===== config.mk =====
export PLATFORM = sky130hd
export DESIGN_NAME = tcc_counters
export DESIGN_NICKNAME = d
export VERILOG_FILES = /design/src/pkg/tcc_pkg.sv /design/src/pkg/tcc_reg_if.sv /design/src/design/tcc_prescale.sv /design/src/design/tcc_counters.sv
export SDC_FILE = /design/constraint.sdc
export NUM_CORES = 1
export LEC_CHECK = 0
export ABC_AREA = 1
export BUFFER_PORTS_ARGS = -buffer_cell sky130_fd_sc_hd__buf_4
export CAP_MARGIN = 30
export CORE_ASPECT_RATIO = 0.6
export CORE_MARGIN = 1.5
export CORE_UTILIZATION = 40
export DETAILED_ROUTE_END_ITERATION = 7
export SKIP_LAST_GASP = 1
export SYNTH_ARGS = -nofsm -noshare
export SYNTH_HDL_FRONTEND = slang
export SYNTH_SLANG_ARGS = --single-unit

===== constraint.sdc =====
create_clock -name clk_i -period 4.7 [get_ports clk_i]
set_clock_uncertainty 0.15 [all_clocks]
set_input_delay 1.41 -clock clk_i [delete_from_list [all_inputs] [get_ports clk_i]]
set_output_delay 1.41 -clock clk_i [all_outputs]
set_load 0.005 [all_outputs]

===== src/pkg/tcc_pkg.sv =====
// Constants for the time and calendar counter block
package tcc_pkg;
  localparam logic [4:0] ADDR_HUNDREDTHS = 5'h10;
  localparam logic [4:0] ADDR_SECONDS    = 5'h00;
  localparam logic [4:0] ADDR_MINUTES    = 5'h01;
  localparam logic [4:0] ADDR_HOURS      = 5'h02;
  localparam logic [4:0] ADDR_WEEKDAY    = 5'h03;
  localparam logic [4:0] ADDR_DAY        = 5'h04;
  localparam logic [4:0] ADDR_MONTH      = 5'h05;
  localparam logic [4:0] ADDR_YEAR       = 5'h06;
  localparam logic [4:0] ADDR_CONTROL    = 5'h0F;
  localparam logic [4:0] ADDR_SECONDS_M  = 5'h11;
  localparam logic [4:0] ADDR_MINUTES_M  = 5'h12;
  localparam logic [4:0] ADDR_HOURS_M    = 5'h13;
  localparam logic [4:0] ADDR_WEEKDAY_M  = 5'h14;
  localparam logic [4:0] ADDR_DAY_M      = 5'h15;
  localparam logic [4:0] ADDR_MONTH_M    = 5'h16;
  localparam logic [4:0] ADDR_YEAR_M     = 5'h17;
  localparam logic [4:0] ADDR_CONTROL_M  = 5'h1F;
  localparam int         CTRL_RESET_BIT  = 0;
  localparam logic [7:0] MASK_SEC        = 8'h7F;
  localparam logic [7:0] MASK_HOUR       = 8'h3F;
  localparam logic [7:0] MASK_WDAY       = 8'h7F;
  localparam logic [7:0] MASK_MONTH      = 8'h1F;
  localparam logic [7:0] MASK_YEAR       = 8'hFF;
  localparam logic [7:0] MAX_SEC         = 8'h59;
  localparam logic [7:0] MAX_HOUR        = 8'h23;
  localparam logic [7:0] MAX_HUND        = 8'h99;
  localparam logic [7:0] MAX_MONTH       = 8'h12;
  localparam logic [7:0] FIRST_DAY       = 8'h01;
  localparam logic [7:0] RST_ZERO        = 8'h00;
  localparam logic [7:0] RST_ONE         = 8'h01;
  localparam logic [6:0] WDAY_FIRST      = 7'h01;
  localparam int         CLK_HZ          = 25000000;
  localparam int         HUND_HZ         = 100;
  localparam int         HUND_CYCLES     = CLK_HZ / HUND_HZ;
endpackage : tcc_pkg


===== src/pkg/tcc_reg_if.sv =====
// Register access bundle between port decoder and counters
`timescale 1ns/10ps
`default_nettype none
interface tcc_reg_if;
  logic       wr_en;
  logic [4:0] addr;
  logic [7:0] wdata;
  logic [7:0] rdata;
  modport dec (output wr_en, output addr, output wdata, input rdata);
  modport core (input wr_en, input addr, input wdata, output rdata);
endinterface : tcc_reg_if
`default_nettype wire


===== src/design/tcc_prescale.sv =====
// Hundredths-of-a-second strobe generator
`timescale 1ns/10ps
`default_nettype none
module tcc_prescale #(
  parameter int DIV = tcc_pkg::HUND_CYCLES
) (
  input  wire logic clk_i,
  input  wire logic rst_n_i,
  input  wire logic halt_i,
  output logic      tick_o
);
  // Elaboration check: the strobe needs a divider of at least two
  if (DIV < 2) begin : g_div_check
    $error("DIV too small");
  end
  logic [31:0] cnt_reg;
  logic [31:0] cnt_next;
  logic        tick_next;
  always_comb begin
    cnt_next  = cnt_reg;
    tick_next = 1'b0;
    if (halt_i) begin
      cnt_next = '0;
    end else if (cnt_reg == 32'(DIV - 1)) begin
      cnt_next  = '0;
      tick_next = 1'b1;
    end else begin
      cnt_next = cnt_reg + 32'h1;
    end
  end
  always_ff @(posedge clk_i) begin
    if (!rst_n_i) begin
      cnt_reg <= '0;
      tick_o  <= 1'b0;
    end else begin
      cnt_reg <= cnt_next;
      tick_o  <= tick_next;
    end
  end
endmodule : tcc_prescale
`default_nettype wire


===== src/design/tcc_counters.sv =====
// Time and calendar counters with mirrored register port
// Behaviour
// RQ1: Seconds are BCD 00-59 in bits 6:0; bit 7 reads zero.
// RQ2: Any write to seconds, either address, clears hundredths to 00.
// RQ3: Counter-reset bit set stops the tick; seconds hold.
// RQ4: Minutes are BCD 00-59 in bits 6:0; bit 7 reads zero.
// RQ5: Hours are 24-hour BCD 00-23 in bits 5:0; bits 7:6 zero.
// RQ6: Each counter except hundredths is one register seen at both address banks.
// RQ7: Weekday is one-hot in bits 6:0, day n at bit n-1.
// RQ8: Host writes weekday with exactly one bit set.
// RQ9: Day of month is BCD 01-31 in bits 5:0; bits 7:6 zero.
// RQ10: Host loads a valid day 01-31 after power-on.
// RQ11: February has 29 days in years divisible by four.
// RQ12: Hundredths counter is read-only BCD 00-99; carry ticks seconds.
// RQ13: Month is BCD 01-12 in bits 4:0, advanced by day rollover.
// RQ14: Year is BCD 00-99, incremented when month wraps 12 to 01.
// RQ15: Seconds, minutes, hours, day and weekday cascade on wrap.
// RQ16: Weekday bit rotates toward bit 6, then back to bit 0.
`timescale 1ns/10ps
`default_nettype none
module tcc_counters #(
  parameter int HUND_DIV = tcc_pkg::HUND_CYCLES
) (
  input  wire logic       clk_i,
  input  wire logic       rst_n_i,
  input  wire logic       wr_en_i,
  input  wire logic [4:0] addr_i,
  input  wire logic [7:0] wdata_i,
  output logic      [7:0] rdata_o,
  output logic      [7:0] seconds_o,
  output logic      [7:0] day_o,
  output logic            halted_o
);
  // ==========================================================
  // Types and helpers
  typedef enum {TCC_RUN, TCC_HALT} tcc_state_t;

  tcc_reg_if rif ();
  assign rif.wr_en = wr_en_i;
  assign rif.addr  = addr_i;
  assign rif.wdata = wdata_i;

  // BCD increment; returns first value and wrap flag past max
  function automatic logic [8:0] tcc_bcd_inc(input logic [7:0] v,
                                             input logic [7:0] mx,
                                             input logic [7:0] lo);
    logic [7:0] r;
    r = v;
    if (v >= mx) begin
      return {1'b1, lo};
    end
    if (v[3:0] >= 4'h9) begin
      r = {v[7:4] + 4'h1, 4'h0};
    end else begin
      r = {v[7:4], v[3:0] + 4'h1};
    end
    return {1'b0, r};
  endfunction : tcc_bcd_inc

  // Whether the address is the given register in either bank
  function automatic logic tcc_hit(input logic [4:0] a,
                                   input logic [4:0] lo,
                                   input logic [4:0] hi);
    return (a == lo) || (a == hi);
  endfunction : tcc_hit

  // ==========================================================
  // Counter state
  logic [7:0] hund_reg, hund_next;
  logic [7:0] sec_reg, sec_next;
  logic [7:0] min_reg, min_next;
  logic [7:0] hour_reg, hour_next;
  logic [6:0] wday_reg, wday_next;
  logic [7:0] day_reg, day_next;
  logic [7:0] mon_reg, mon_next;
  logic [7:0] year_reg, year_next;
  logic       ctrl_rst_reg, ctrl_rst_next;
  logic [7:0] rdata_reg, rdata_next;
  tcc_state_t state_reg, state_next;
  logic       hund_tick;
  logic [7:0] last_day;
  logic       leap;
  logic [8:0] h_i, s_i, m_i, hr_i, d_i, mo_i, y_i;
  logic       w_sec;

  // RQ3 stopped tick
  tcc_prescale #(.DIV(HUND_DIV)) u_pre (
    .clk_i   (clk_i),
    .rst_n_i (rst_n_i),
    .halt_i  (ctrl_rst_reg),
    .tick_o  (hund_tick)
  );

  // ==========================================================
  // Next-value logic
  always_comb begin
    // RQ11 leap year check
    leap = (year_reg[4] == 1'b0 && (year_reg[3:0] == 4'h0 ||
            year_reg[3:0] == 4'h4 || year_reg[3:0] == 4'h8)) ||
           (year_reg[4] == 1'b1 && (year_reg[3:0] == 4'h2 ||
            year_reg[3:0] == 4'h6));
    case (mon_reg)
      8'h02:   last_day = leap ? 8'h29 : 8'h28;
      8'h04, 8'h06, 8'h09, 8'h11: last_day = 8'h30;
      default: last_day = 8'h31;
    endcase
    h_i  = tcc_bcd_inc(hund_reg, tcc_pkg::MAX_HUND, tcc_pkg::RST_ZERO);
    s_i  = tcc_bcd_inc(sec_reg, tcc_pkg::MAX_SEC, tcc_pkg::RST_ZERO);
    m_i  = tcc_bcd_inc(min_reg, tcc_pkg::MAX_SEC, tcc_pkg::RST_ZERO);
    hr_i = tcc_bcd_inc(hour_reg, tcc_pkg::MAX_HOUR, tcc_pkg::RST_ZERO);
    d_i  = tcc_bcd_inc(day_reg, last_day, tcc_pkg::FIRST_DAY);
    mo_i = tcc_bcd_inc(mon_reg, tcc_pkg::MAX_MONTH, tcc_pkg::FIRST_DAY);
    y_i  = tcc_bcd_inc(year_reg, tcc_pkg::MAX_HUND, tcc_pkg::RST_ZERO);
    hund_next = hund_reg;
    sec_next  = sec_reg;
    min_next  = min_reg;
    hour_next = hour_reg;
    wday_next = wday_reg;
    day_next  = day_reg;
    mon_next  = mon_reg;
    year_next = year_reg;
    ctrl_rst_next = ctrl_rst_reg;
    // RQ12 hundredths carry
    if (hund_tick && state_reg == TCC_RUN) begin
      hund_next = h_i[7:0];
      if (h_i[8]) begin
        sec_next = s_i[7:0];
        // RQ15 cascade on wrap
        if (s_i[8]) begin
          min_next = m_i[7:0];
          if (m_i[8]) begin
            hour_next = hr_i[7:0];
            if (hr_i[8]) begin
              // RQ16 weekday rotation
              wday_next = {wday_reg[5:0], wday_reg[6]};
              day_next  = d_i[7:0];
              // RQ13 month advance
              if (d_i[8]) begin
                mon_next = mo_i[7:0];
                // RQ14 year advance
                if (mo_i[8]) begin
                  year_next = y_i[7:0];
                end
              end
            end
          end
        end
      end
    end
    // RQ6 one register per counter at both banks
    w_sec = rif.wr_en &&
            tcc_hit(rif.addr, tcc_pkg::ADDR_SECONDS, tcc_pkg::ADDR_SECONDS_M);
    if (rif.wr_en) begin
      // RQ1 seconds width
      if (w_sec) begin
        sec_next  = rif.wdata & tcc_pkg::MASK_SEC;
        // RQ2 hundredths cleared
        hund_next = tcc_pkg::RST_ZERO;
      end
      // RQ4 minutes width
      if (tcc_hit(rif.addr, tcc_pkg::ADDR_MINUTES, tcc_pkg::ADDR_MINUTES_M))
        min_next = rif.wdata & tcc_pkg::MASK_SEC;
      // RQ5 hours width
      if (tcc_hit(rif.addr, tcc_pkg::ADDR_HOURS, tcc_pkg::ADDR_HOURS_M))
        hour_next = rif.wdata & tcc_pkg::MASK_HOUR;
      // RQ7 weekday one-hot
      if (tcc_hit(rif.addr, tcc_pkg::ADDR_WEEKDAY, tcc_pkg::ADDR_WEEKDAY_M))
        wday_next = rif.wdata[6:0];
      // RQ9 day width
      if (tcc_hit(rif.addr, tcc_pkg::ADDR_DAY, tcc_pkg::ADDR_DAY_M))
        day_next = rif.wdata & tcc_pkg::MASK_HOUR;
      if (tcc_hit(rif.addr, tcc_pkg::ADDR_MONTH, tcc_pkg::ADDR_MONTH_M))
        mon_next = rif.wdata & tcc_pkg::MASK_MONTH;
      if (tcc_hit(rif.addr, tcc_pkg::ADDR_YEAR, tcc_pkg::ADDR_YEAR_M))
        year_next = rif.wdata & tcc_pkg::MASK_YEAR;
      if (tcc_hit(rif.addr, tcc_pkg::ADDR_CONTROL, tcc_pkg::ADDR_CONTROL_M))
        ctrl_rst_next = rif.wdata[tcc_pkg::CTRL_RESET_BIT];
    end
    state_next = ctrl_rst_next ? TCC_HALT : TCC_RUN;
    // Read mux, registered
    case (rif.addr)
      tcc_pkg::ADDR_HUNDREDTHS: rdata_next = hund_next;
      tcc_pkg::ADDR_SECONDS, tcc_pkg::ADDR_SECONDS_M:
        rdata_next = sec_next;
      tcc_pkg::ADDR_MINUTES, tcc_pkg::ADDR_MINUTES_M:
        rdata_next = min_next;
      tcc_pkg::ADDR_HOURS, tcc_pkg::ADDR_HOURS_M:
        rdata_next = hour_next;
      tcc_pkg::ADDR_WEEKDAY, tcc_pkg::ADDR_WEEKDAY_M:
        rdata_next = {1'b0, wday_next};
      tcc_pkg::ADDR_DAY, tcc_pkg::ADDR_DAY_M:
        rdata_next = day_next;
      tcc_pkg::ADDR_MONTH, tcc_pkg::ADDR_MONTH_M:
        rdata_next = mon_next;
      tcc_pkg::ADDR_YEAR, tcc_pkg::ADDR_YEAR_M:
        rdata_next = year_next;
      tcc_pkg::ADDR_CONTROL, tcc_pkg::ADDR_CONTROL_M:
        rdata_next = {7'h00, ctrl_rst_next};
      default: rdata_next = tcc_pkg::RST_ZERO;
    endcase
  end
  assign rif.rdata = rdata_reg;

  // ==========================================================
  // Registers
  always_ff @(posedge clk_i) begin
    if (!rst_n_i) begin
      hund_reg     <= tcc_pkg::RST_ZERO;
      sec_reg      <= tcc_pkg::RST_ZERO;
      min_reg      <= tcc_pkg::RST_ZERO;
      hour_reg     <= tcc_pkg::RST_ZERO;
      wday_reg     <= tcc_pkg::WDAY_FIRST;
      day_reg      <= tcc_pkg::RST_ONE;
      mon_reg      <= tcc_pkg::RST_ONE;
      year_reg     <= tcc_pkg::RST_ZERO;
      ctrl_rst_reg <= 1'b0;
      rdata_reg    <= tcc_pkg::RST_ZERO;
      state_reg    <= TCC_RUN;
    end else begin
      hund_reg     <= hund_next;
      sec_reg      <= sec_next;
      min_reg      <= min_next;
      hour_reg     <= hour_next;
      wday_reg     <= wday_next;
      day_reg      <= day_next;
      mon_reg      <= mon_next;
      year_reg     <= year_next;
      ctrl_rst_reg <= ctrl_rst_next;
      rdata_reg    <= rdata_next;
      state_reg    <= state_next;
    end
  end
  assign rdata_o   = rif.rdata;
  assign seconds_o = sec_reg;
  assign day_o     = day_reg;
  assign halted_o  = ctrl_rst_reg;

  // ==========================================================
  // Checks
  // RQ1 top bit zero
  AST_SEC_RANGE: assert property (@(posedge clk_i) disable iff (!rst_n_i)
    seconds_o[7] == 1'b0) else $error("seconds bit 7 set");  // RQ1
  // RQ2 write clears hundredths
  AST_SEC_WR_CLR: assert property (@(posedge clk_i) disable iff (!rst_n_i)
    w_sec |=> hund_reg == 8'h00) else $error("hundredths not cleared");  // RQ2
  // RQ3 halted seconds hold
  AST_HALT_HOLD: assert property (@(posedge clk_i) disable iff (!rst_n_i)
    ctrl_rst_reg && !rif.wr_en |=> $stable(sec_reg))
    else $error("seconds moved while halted");  // RQ3
  // RQ4 minutes range
  AST_MIN_TOP: assert property (@(posedge clk_i) disable iff (!rst_n_i)
    min_reg[7] == 1'b0) else $error("minutes bit 7 set");  // RQ4
  // RQ5 hours range
  AST_HOUR_TOP: assert property (@(posedge clk_i) disable iff (!rst_n_i)
    hour_reg[7:6] == 2'b00) else $error("hours top bits set");  // RQ5
  // RQ6 mirror write visible
  AST_MIRROR: assert property (@(posedge clk_i) disable iff (!rst_n_i)
    rif.wr_en && rif.addr == tcc_pkg::ADDR_MINUTES_M && !hund_tick
    |=> min_reg == $past(rif.wdata & 8'h7F))
    else $error("mirror write lost");  // RQ6
  // RQ9 day top bits
  AST_DAY_TOP: assert property (@(posedge clk_i) disable iff (!rst_n_i)
    day_reg[7:6] == 2'b00) else $error("day top bits set");  // RQ9
  // RQ16 weekday rotation on hour wrap
  AST_WDAY_ROT: assert property (@(posedge clk_i) disable iff (!rst_n_i)
    hund_tick && state_reg == TCC_RUN && h_i[8] && s_i[8] && m_i[8] &&
    hr_i[8] && !rif.wr_en
    |=> wday_reg == {$past(wday_reg[5:0]), $past(wday_reg[6])})
    else $error("weekday did not rotate");  // RQ16
endmodule : tcc_counters
`default_nettype wire


==> impl_metrics.ini <==
[outcome]
status = completed

[cts]
post-cts-setup-buffer-count = 0
htree_levels = 3
clock-sinks = 105
cts.path.max_buffers = 2
worstSkewPairLatency_ns = 0.36
cts_tree = built
cts.hold.buffers_added = 0
path_clk_slew_ns = 0.07
cts_root_buf = clkbuf_16
post_cts_resized = 0
cts_inserted_buffers = 9

[finish]
fillers = 1880
drive_above_1_share_pct = 9.182
nets = 1251
final_area_mm2 = 0.008079
area_delta_synth_final_pct = 11.64
seq_area_mm2 = 0.002102
multiInputGateArea_mm2 = 0.004374
largest_register_ffs = 32
antenna_cells = 0

[synthesis]
synthCells = 1157
yosys_warnings = 0
synth_edf_count = 0
synth_cell_types = 46
synth-main-ff-cell = dfxtp_1
seq_area_frac_synth_pct = 29.05
ys_ff_latch = 105
netlist_area_mm2 = 0.007237
ys_async_sr_fraction_pct = 0
avgSynthCellArea_um2 = 6.255
synth_fp_nets = 1215

[route]
drt.antenna.violating_nets = 0
drt_pass1_iterations = 5
drc = 0
first_iter_violations = 867
drt-total-wl_um = 23050
via_per_inst = 5.265
post_drt_wl_per_cell_um = 16.10
vias = 7540

[critical_path]
path_class = flop to flop
start_kind = flop
critPathCaptureType = flop
path_cells = inv_1 > ha_1 > o21ai_0 > o21ai_0 > a32oi_1 > nand2_1 > inv_1 > ha_1 > nand2_1 > nor2_1 > nand3_1 > nand3_1 > nand2_4 > inv_1 > nand2_1 > nand3_1 > nor2_1 > a21oi_1 > nand2_1 > nor2_1 > nor2_1
crit_arrival_ns = 3.46
cp.required_ns = 4.77
slowest_delay_ns = 0.42
critPathSlowestCell = dfxtp_1
crit_fanout = 13

[global_route]
grt_max_degree = 69
grt_pass1_vias = 6439
grt_use_total_pct = 24.86
grt_pass1_wl_um = 36030
antenna_found_initial = 0
globalRouteOverflowTotal = 0

[floorplan]
placementRows = 37
die_area_mm2 = 0.01894
coreArea_mm2 = 0.01741
pin_count = 41
die_x_um = 176.7
start_util_pct = 41.58
die_h_um = 107.2

[min_path]
hp-class = flop to flop

[timing]
setup_violations = 0
fin_crit_sh_pct = 72.22
tns_ns = 0
rsz0062_at_grt = no
worst_pin_slew_ns = 0.7906
final_max_slew_viol_count = 0
post-route-min-period_ns = 3.395
relSlewSlack_pct = 47.29
hold_violations = 0
clock.fmax_ghz = 0.2946

[placement]
place_area_mm2 = 0.007767
gp_congestion = 0.9268
dpl.hpwl_um = 18080
io_buffers = 40

[power]
p_per_area_mw_per_mm2 = 237.3
peakVddDrop_uv = 160.1
leakage_nw = 3.681

[run]
maxCapViolations = 0
==> cell usage after synthesis, types with 12 or more instances <==
cell type / count / share of area (%)
nand2_1: 300 / 16
inv_1: 162 / 8.4
nor2_1: 149 / 7.7
nand3_1: 110 / 7.6
dfxtp_1: 105 / 29
a21oi_1: 55 / 3.8
o21ai_0: 43 / 3.0
ha_1: 42 / 7.3
nor3_1: 26 / 1.8
nand4_1: 22 / 1.9
clkbuf_1: 14 / 0.73
xor2_1: 14 / 1.7
o211ai_1: 13 / 1.3
inv_2: 12 / 0.62
==> stage by stage <==
step	worst slack [ns]	hold slack (ns)	utilization, %	total power, W	instances
after global placement	1.067	0.2820	44.62	0.001127	1416
after detailed placement	1.062	0.2995	44.62	0.001125	1416
final	1.305	0.3018	46.41	0.001918	1432
after global routing	0.9813	0.3458	46.41	0.001984	1432
after floorplan	1.709	0.2676	-	0.001047	1157
after CTS	1.404	0.3084	46.41	0.001930	1432
==> final timing paths <==
path,slack (ns),end,cells after the start,from
setup / recovery,1.31,rdata_o[5]$_SDFF_PN0_,21,mon_reg[1]$_SDFF_PN0_
setup reg to reg,1.31,rdata_o[5]$_SDFF_PN0_,21,mon_reg[1]$_SDFF_PN0_
hold / removal,0.30,u_pre.cnt_reg[0]$_SDFF_PP0_,1,u_pre.cnt_reg[0]$_SDFF_PP0_
hold reg to reg,0.30,u_pre.cnt_reg[0]$_SDFF_PP0_,1,u_pre.cnt_reg[0]$_SDFF_PP0_
==> cells by family after synthesis <==
group / after synthesis / synth area share [%]
buffers and inverters: 196 / 10.51
AO/OA/AOI/OAI: 139 / 10.87
flip-flops: 105 / 29.05
AND/OR/NAND/NOR: 657 / 40.13
adder cells (fa/ha/maj): 42 / 7.261
XOR/XNOR: 18 / 2.178
==> cell usage in the layout (no fill, tap or decap), types with 4 or more instances in the layout <==
master / count
a21oi_1: 55
a31oi_1: 5
buf_4: 45
clkbuf_16: 9
dfxtp_1: 105
ha_1: 42
inv_1: 162
inv_2: 13
nand2_1: 300
nand2_4: 4
nand3_1: 110
nand4_1: 22
nor2_1: 149
nor2_2: 8
nor3_1: 26
nor3b_1: 8
nor4_1: 8
o211ai_1: 13
o21ai_0: 43
o21ai_1: 9
or2_2: 7
xnor2_1: 4
xor2_1: 14
==> power by group <==
group          switching, W  internal [W]  total [W]
sequential        0.0000174      0.000906   0.000924
combinational      0.000127     0.0000589   0.000186
clock              0.000373      0.000435   0.000808
total              0.000517       0.00140    0.00192
==> metal layers <==
| metal | track usage, % | vias to the layer above | share of wire (%) |
|---|---|---|---|
| met5 | 0 | - | 0 |
| met4 | 4.540 | 0 | 0.82 |
| met3 | 8.617 | 14 | 13 |
| met2 | 28.66 | 344 | 33 |
| met1 | 41.16 | 3395 | 54 |
| li1 | - | 3787 | - |
==> final cells by class <==
class,count,share of cell area [%]
Sequential cell,105,26.02
Timing Repair Buffer,45,4.182
Multi-Input combinational cell,856,54.14
Tap cell,234,3.624
Inverter,176,8.177
Clock inverter,6,0.8982
Clock buffer,10,2.958
==> critical path: cells and delay by family, from the launching register on <==
family | cells | cell delay (ns)
buf+inv | 3 | 0.39
flops | 1 | 0.42
fa+ha+maj | 2 | 0.31
simple gates | 12 | 1.38
compound gates | 4 | 0.58
No activity file was read; power rests on OpenSTA's default activity.
